File: src/pkg/supply_fault_regs.vh
/*
 * Constants for the supply fault reset selection block: register offset,
 * field positions, reset values and widths.
 * Assumes inclusion by bare name from the design files.
 */
// How it works
// - Bits 15 to 12 of the selection register always read zero and writes to them are ignored.
// - With bit 11 set, a core supply under-voltage fault forces a power-on reset.
// - With bit 10 set, a core supply over-voltage fault forces a power-on reset.
// - With bit 9 set, an auxiliary supply under-voltage fault forces a power-on reset.
// - Every enable bit resets to zero, and a cleared bit lets its fault cause no reset.
// - Software can read back and rewrite enable bits 11 down to 0, which all clear to zero when an enabled fault raises a reset request.
// - Bits 8 down to 0 each enable a reset on one further supply fault.
`ifndef SUPPLY_FAULT_REGS_VH
`define SUPPLY_FAULT_REGS_VH

// ============================================================
// Register map
`define SFR_SELECT0_OFFSET   12'h428
`define SFR_SELECT0_RESET    16'h0000
`define SFR_WRITABLE_MASK    16'h0fff
`define SFR_ADDR_W           12
`define SFR_FAULT_W          12

// ============================================================
// Field positions
`define SFR_CORE_UV_BIT      11
`define SFR_CORE_OV_BIT      10
`define SFR_AUX_UV_BIT       9
`define SFR_AUX_OV_BIT       8
`define SFR_REFPRE_UV_BIT    7
`define SFR_PUMP_UV_BIT      6
`define SFR_PUMP_OV_BIT      5
`define SFR_ANA_UV_BIT       4
`define SFR_ANA_OV_BIT       3
`define SFR_DANA_UV_BIT      2
`define SFR_DANA_OV_BIT      1
`define SFR_BAT_OV_BIT       0

// ============================================================
// Timing
`define SFR_POR_PULSE_CYCLES 4'h4

`endif

File: src/fault_sync.v
/*
 * Three-flop synchroniser for a bank of asynchronous fault levels.
 * A change is accepted once the second and third stages agree.
 * Assumes one clock and an asynchronous active-high reset.
 */
`timescale 1ns/10ps
`default_nettype none

module fault_sync #(
    parameter W = 12
) (
    input  wire         clock,
    input  wire         rst,
    input  wire [W-1:0] async_in,
    output reg  [W-1:0] sync_out
);

// ============================================================
// Stages
reg [W-1:0] s1_r;
reg [W-1:0] s2_r;
reg [W-1:0] s3_r;

genvar g;
generate
    for (g = 0; g < W; g = g + 1) begin : bit_sync
        always @(posedge clock or posedge rst) begin
            if (rst) begin
                s1_r[g]     <= 1'b0;
                s2_r[g]     <= 1'b0;
                s3_r[g]     <= 1'b0;
                sync_out[g] <= 1'b0;
            end else begin
                s1_r[g] <= async_in[g];
                s2_r[g] <= s1_r[g];
                s3_r[g] <= s2_r[g];
                if (s2_r[g] == s3_r[g]) begin
                    sync_out[g] <= s3_r[g];
                end
            end
        end
    end
endgenerate

endmodule

`default_nettype wire

File: src/supply_fault_reset_select.v
/*
 * Supply fault reset selection register with Avalon-MM slave access.
 * Each enable bit lets one supply fault force a power-on reset request.
 * Assumes fault levels arrive asynchronously from the supply detectors,
 * and that the reset request is fed back to the device reset tree.
 */
`timescale 1ns/10ps
`default_nettype none
`include "supply_fault_regs.vh"

module supply_fault_reset_select (
    input  wire        clock,
    input  wire        rst,
    input  wire [11:0] address,
    input  wire        read,
    input  wire        write,
    input  wire [3:0]  byteenable,
    input  wire [31:0] writedata,
    output reg  [31:0] readdata,
    output wire        waitrequest,
    output reg  [1:0]  response,
    input  wire [11:0] supply_fault,
    output reg  [11:0] fault_reset_cause,
    output wire        por_request
);

// ============================================================
// Register and bus state
reg  [15:0] select_r;
reg  [15:0] select_nxt;
reg         ack_r;
reg  [3:0]  por_cnt_r;
wire [11:0] fault_sync_lvl;
wire [11:0] hit;
wire        any_hit;
wire        sel_hit;
wire        req;

function [15:0] apply_bytes;
    input [15:0] cur;
    input [31:0] wd;
    input [3:0]  be;
    begin
        apply_bytes = cur;
        if (be[0]) begin
            apply_bytes[7:0] = wd[7:0];
        end
        if (be[1]) begin
            apply_bytes[15:8] = wd[15:8];
        end
        apply_bytes = apply_bytes & `SFR_WRITABLE_MASK;
    end
endfunction

// ============================================================
// Fault synchroniser
fault_sync #(
    .W (`SFR_FAULT_W)
) u_sync (
    .clock    (clock),
    .rst      (rst),
    .async_in (supply_fault),
    .sync_out (fault_sync_lvl)
);

// ============================================================
// Fault qualification
assign hit     = fault_sync_lvl & select_r[11:0];
assign any_hit = |hit;

// ============================================================
// Bus slave, one wait state
assign req         = read | write;
assign sel_hit     = (address == `SFR_SELECT0_OFFSET);
assign waitrequest = req & ~ack_r;

always @* begin
    select_nxt = select_r;
    if (write && ack_r && sel_hit) begin
        select_nxt = apply_bytes(select_r, writedata, byteenable);
    end
end

always @(posedge clock or posedge rst) begin
    if (rst) begin
        select_r <= `SFR_SELECT0_RESET;
        ack_r    <= 1'b0;
        readdata <= 32'h00000000;
        response <= 2'h0;
    end else begin
        ack_r <= req & ~ack_r;
        if (por_cnt_r != 4'h0 || any_hit) begin
            select_r <= `SFR_SELECT0_RESET;
        end else begin
            select_r <= select_nxt;
        end
        if (req && !ack_r) begin
            response <= sel_hit ? 2'h0 : 2'h2;
            if (read && sel_hit) begin
                readdata <= {16'h0000, select_r & `SFR_WRITABLE_MASK};
            end else begin
                readdata <= 32'h00000000;
            end
        end
    end
end

// ============================================================
// Power-on reset request
assign por_request = (por_cnt_r != 4'h0);

always @(posedge clock or posedge rst) begin
    if (rst) begin
        por_cnt_r         <= 4'h0;
        fault_reset_cause <= 12'h000;
    end else begin
        if (any_hit && por_cnt_r == 4'h0) begin
            por_cnt_r         <= `SFR_POR_PULSE_CYCLES;
            fault_reset_cause <= hit;
        end else if (por_cnt_r != 4'h0) begin
            por_cnt_r <= por_cnt_r - 4'h1;
        end
    end
end

endmodule

`default_nettype wire

File: config.mk
export PLATFORM = sky130hd
export DESIGN_NAME = supply_fault_reset_select
export DESIGN_NICKNAME = d
export VERILOG_FILES = /design/src/fault_sync.v /design/src/supply_fault_reset_select.v
export VERILOG_INCLUDE_DIRS = /design/src /design/src/pkg
export SDC_FILE = /design/constraint.sdc
export NUM_CORES = 1
export LEC_CHECK = 0
export BUFFER_PORTS_ARGS = -buffer_cell sky130_fd_sc_hd__buf_2
export CORE_MARGIN = 5
export CORE_UTILIZATION = 35
export CTS_CLUSTER_DIAMETER = 80
export DETAILED_ROUTE_END_ITERATION = 16
export GPL_TIMING_DRIVEN = 0
export PLACE_DENSITY = 0.57
export SYNTH_ARGS = -nofsm -noshare
export SYNTH_HDL_FRONTEND = slang
export SYNTH_SLANG_ARGS = --single-unit
File: constraint.sdc
create_clock -name clock -period 4.2 [get_ports clock]
set_clock_uncertainty 0.15 [all_clocks]
set_input_delay 1.26 -clock clock [delete_from_list [all_inputs] [get_ports clock]]
set_output_delay 1.26 -clock clock [all_outputs]
set_load 0.02 [all_outputs]
**Word-level counts from Yosys, hierarchy flattened**

Index checks and enable logic that the tools add are counted.

- Register bits: 111
- Input port bits: 64
- Output and inout bits: 48
- Logic and storage cells: 97

- Add/sub/neg operators: 1
- Eq/ne operators: 13
- Muxes and demuxes: 8
- Bitwise logic cells: 4
- Reduce and logical (&&, ||, !) cells: 16

Operator list:

| kind | count |
|---|---|
| 16-bit 2-to-1 mux | 2 |
| 12-bit AND | 1 |
| 1-bit == test | 12 |
| 12-bit by 11-bit == test with 1-bit output (second input constant) | 1 |
| 12-bit 2-to-1 mux | 1 |
| 4-bit 2-to-1 mux | 3 |
| 12-bit OR reduction | 1 |
| 8-bit 2-to-1 mux | 1 |
| 2-bit nonzero test | 4 |
| 1-bit logical AND | 5 |
| 4-bit zero test | 1 |
| 2-bit AND reduction | 2 |
| 4-bit nonzero test | 1 |
| 4-bit by 1-bit subtractor with 4-bit output (second input constant) | 1 |
| 2-bit 2-to-1 mux | 1 |
| 1-bit AND | 1 |
| 1-bit zero test | 1 |
| 1-bit logical OR | 1 |
| 1-bit inverter | 1 |
| 1-bit bitwise OR | 1 |

**Depth between registers and ports, before layout**

- Word-level depth: 5
- Gate-level depth with buffers: 7
- Depth with buffers taken out: 6

**Modules after synthesis**

A second synthesis with hierarchy kept.

- Cell total of the unflattened synthesis: 220
- Area total of the unflattened synthesis: 3,306.9 µm²

By module, submodules not included:

| module | instances | cells each | area each (µm²) | seq. area each (µm²) |
|---|---|---|---|---|
| supply_fault_reset_select | 1 | 159 | 1,966.9 | 1,051.0 |
| fault_sync | 1 | 61 | 1,340.0 | 1,201.2 |

**Worst setup path after synthesis**

OpenSTA, ideal clock, no wires.

- Path kind: input-to-output
- From: input port read
- To: output port waitrequest
- Data arrival time: 1,646 ps
- Required time: 2,790 ps
- Path slack: 1,144 ps
- Cell stages on the path: 2
- Buffers on the path: 0
- Path through: o21bai_1 inv_1

- Cells in the longest elaborated chain, start to end: 2

RTL lines:

| what | RTL line | source |
|---|---|---|
| start: declaration | supply_fault_reset_select.v:15 | `input wire read,` |
| 1-bit bitwise OR | supply_fault_reset_select.v:73 | `assign req = read \| write;` |
| 1-bit AND | supply_fault_reset_select.v:75 | `assign waitrequest = req & ~ack_r;` |
| end: declaration | supply_fault_reset_select.v:20 | `output wire waitrequest,` |

No other way between the ends.

**Final worst setup path**

Ends and elaborated chain as after synthesis.

==> metrics.csv <==
stage,metric,value,unit
clock_network,number of CTS-inserted buffers,9,
timing,Hold Fails Final Rpt,0,
setup_path,Worst Reg-to-Reg Cells,6,
routing,DR vias/cell,4.59,
setup_path,WP data required,2790,ps
timing,f_max,300,MHz
setup_path,WS Path Type,in2out,
timing,crit path time final,3330,ps
grt,GR Overflow Total,0,
routing,post-DR wirelength/cell,15.1,um
run_status,status,finished clean,
floorplan,area of the die,11400,um^2
grt,initial antenna violation count,0,
cells_and_area,Final Util,44.2,%
synth,"area leader, netlist",dfrtp_1,
floorplan,die height,107,um
synth,Synth warnings,0,
hold_path,Min-Delay Path Depth,0,
routing,DR DRC count,0,
placed_design,post-DP HPWL,4770,um
cells_and_area,"leading cell type in the layout, fill and taps excluded",dfrtp_1,
setup_path,Setup crit end,waitrequest,
setup_path,Setup crit end kind,primary output,
synth,number of flops mapped to enable cells by yosys,0,
routing,DR iter-0 viols,85,
setup_path,CP arrival,1920,ps
pwr,VDD IR max,0.160,mV
pwr,pwr/cell area,429,nW/um^2
pwr,sw power,439,uW
timing,Fin Hold WS,198,ps
timing,# setup viols final,0,
synth,Async SR Flop Fraction,100,%
timing,period utilization,79.4,%
clock_network,H-tree depth,3,
placed_design,cell total after placement,418,
pwr,clock power share,33.5,%
timing,Slew HR,62.0,%
synth,synthesized area,3280,um^2
pwr,sequential power share,54.6,%
placed_design,buffers added on ports,68,
floorplan,# IOs,112,
clock_network,CTS tree,done,
timing,Worst-Margin Slew,570,ps
cells_and_area,"Design Area, Final",4070,um^2
cells_and_area,filler-free cell count of the finished design,434,
timing,fin. max-slew vios,0,
setup_path,Critical Path Max Stage Delay,260,ps
synth,Synth Register Bits,90,
setup_path,"Slowest-stage cell, CP",o21bai_1,
routing,First-pass DRT Iterations,4,
timing,RSZ-0062 raised after global routing,false,
floorplan,row cnt,35,
synth,sequential area share after synthesis,68.6,%
floorplan,CORE AREA,9200,um^2
synth,Most used DFF post-synth,dfrtp_1,
routing,Detail Route Antenna Nets,0,
cells_and_area,Final #Nets,384,
synth,"top cells by area, synth","dfrtp_1 69%, buf_4 4.8%, maj3_1 3.7%, mux2i_1 3.7%, a22o_1 3.2%",
synth,Synth top area share,68.6,%
synth,post-synthesis cell type count,35,
grt,largest net degree at the start of global routing,47,
setup_path,cells along the critical path,buf_2 > o21bai_1 > inv_1 > buf_2,
synth,Synth Instances,218,
clock_network,clk buf depth,2,
floorplan,die width,107,um
grt,vias in the first global route,2031,
setup_path,"reg-to-reg slack, setup",2280,ps
setup_path,Most common cell on crit path,buf_2,
routing,Routed WL,6570,um
cells_and_area,"commonest non-fill, non-tap cells in the layout","90 x dfrtp_1, 69 x buf_2, 21 x buf_4, 21 x conb_1, 14 x nor2_1",
synth,mean post-synth cell area,15.1,um^2
pwr,fraction of power spent switching nets,25.1,%
floorplan,Initial Util,35.7,%
setup_path,r2r endpoint,select_r[11]$_DFFE_PP0P_,
pwr,Comb power frac,11.9,%
grt,global-route wire length before repair,10500,um
clock_network,CTS resizes,0,
clock_network,CTS root buf,clkbuf_8,
cells_and_area,Layout Area Growth over Synthesis,23.8,%
placed_design,RD Place Congestion,0.748,
run,max-cap violation count,0,
pwr,Lkg Pwr,0.00209,uW
setup_path,R2R Path Start,por_cnt_r[0]$_DFFE_PP0P_,
setup_path,worst-path maximum fanout,4,
hold_path,HP Class,reg2reg,
clock_network,Hold Buf Count CTS,0,
setup_path,CP Launch Type,input pin,
cells_and_area,number of diodes,0,
routing,via count,1990,
placed_design,dpl cell area,3870,um^2
pwr,Int Power,1310,uW
clock_network,Clock transition at path regs,80,ps
cells_and_area,share of layout cells above drive strength 1,35.3,%
grt,GRT Util Overall,12.0,%
clock_network,"Clk Latency, worst-skew pair",340,ps
clock_network,clock sink count,90,
clock_network,Post-CTS Setup Inserts,0,
setup_path,Crit. Startpoint,read,
[registers in the layout (all words and copies together) (netlist names)]
name               cells
readdata              12
u_sync.s1_r           12
u_sync.s3_r           12
u_sync.sync_out       12
fault_reset_cause     12
ack_r                  1
select_r              12
response               1
por_cnt_r              4
u_sync.s2_r           12
[synthesized netlist by cell type, types with 2 or more instances]
library cell,n
a21o_1,3
a21oi_1,2
a22o_1,12
a22oi_1,5
a32o_1,9
and3_1,4
buf_4,21
clkbuf_1,3
dfrtp_1,90
ha_1,2
inv_1,4
maj3_1,12
mux2i_1,12
nand2_1,2
nor2_1,14
nor4b_4,3
o2bb2ai_1,2
[power by group through the flow]
stage	combinational, uW	clock [uW]	sequential [uW]
after floorplan	144	0	959
after detailed placement	209	0	969
after global placement	197	0	967
after global routing	236	647	959
after CTS	211	606	952
final	208	585	952
[kinds of logic after synthesis]
group / share of synthesized area, %
simple gates: 7.16
fa+ha+maj: 4.42
xor+xnor: 0.267
buf+inv: 6.21
mux: 4.00
compound gates: 9.26
other cells: 0.114
flops: 68.6
[worst max-delay path, delay by kind of cell]
| kind | cells | cell delay (ps) |
|---|---|---|
| buffers and inverters | 3 | 410 |
| AO/OA/AOI/OAI | 1 | 260 |
[worst min-delay path by stage]
stage	startpoint	slack (ps)	endpoint
3_5_place_dp	u_sync.s1_r[7]$_DFF_PP0_	180	u_sync.s2_r[7]$_DFF_PP0_
2_1_floorplan	u_sync.s1_r[0]$_DFF_PP0_	180	u_sync.s2_r[0]$_DFF_PP0_
6_report	u_sync.s1_r[0]$_DFF_PP0_	200	u_sync.s2_r[0]$_DFF_PP0_
3_3_place_gp	u_sync.s1_r[4]$_DFF_PP0_	180	u_sync.s2_r[4]$_DFF_PP0_
5_1_grt	u_sync.s1_r[4]$_DFF_PP0_	210	u_sync.s2_r[4]$_DFF_PP0_
4_1_cts	u_sync.s1_r[7]$_DFF_PP0_	200	u_sync.s2_r[7]$_DFF_PP0_
[metal layers]
metal / GRT usage [%] / routed length (um) / vias up
met3: 3.49 / 457 / 10
met5: 0 / 0 / -
li1: - / - / 936
met2: 18.2 / 3090 / 73
met1: 15.8 / 2910 / 971
met4: 5.39 / 111 / 0
[area by class of cell]
class                           instances  area [um^2]
Fill cell                             856         5130
Sequential cell                        90         2250
Multi-Input combinational cell        117          903
Timing Repair Buffer                   69          368
Buffer                                 26          185
Clock buffer                           14          163
Tap cell                              111          139
Clock inverter                          2         35.0
Inverter                                5         21.3
[stage by stage]
step / setup WS, ps / total power (uW) / setup TNS, ps
3_3_place_gp: -579 / 1160 / -51670
6_report: 866 / 1750 / 0
4_1_cts: 865 / 1770 / 0
3_5_place_dp: 869 / 1180 / 0
5_1_grt: 828 / 1840 / 0
2_1_floorplan: 455 / 1100 / 0
(Power assumes the default switching activity.)
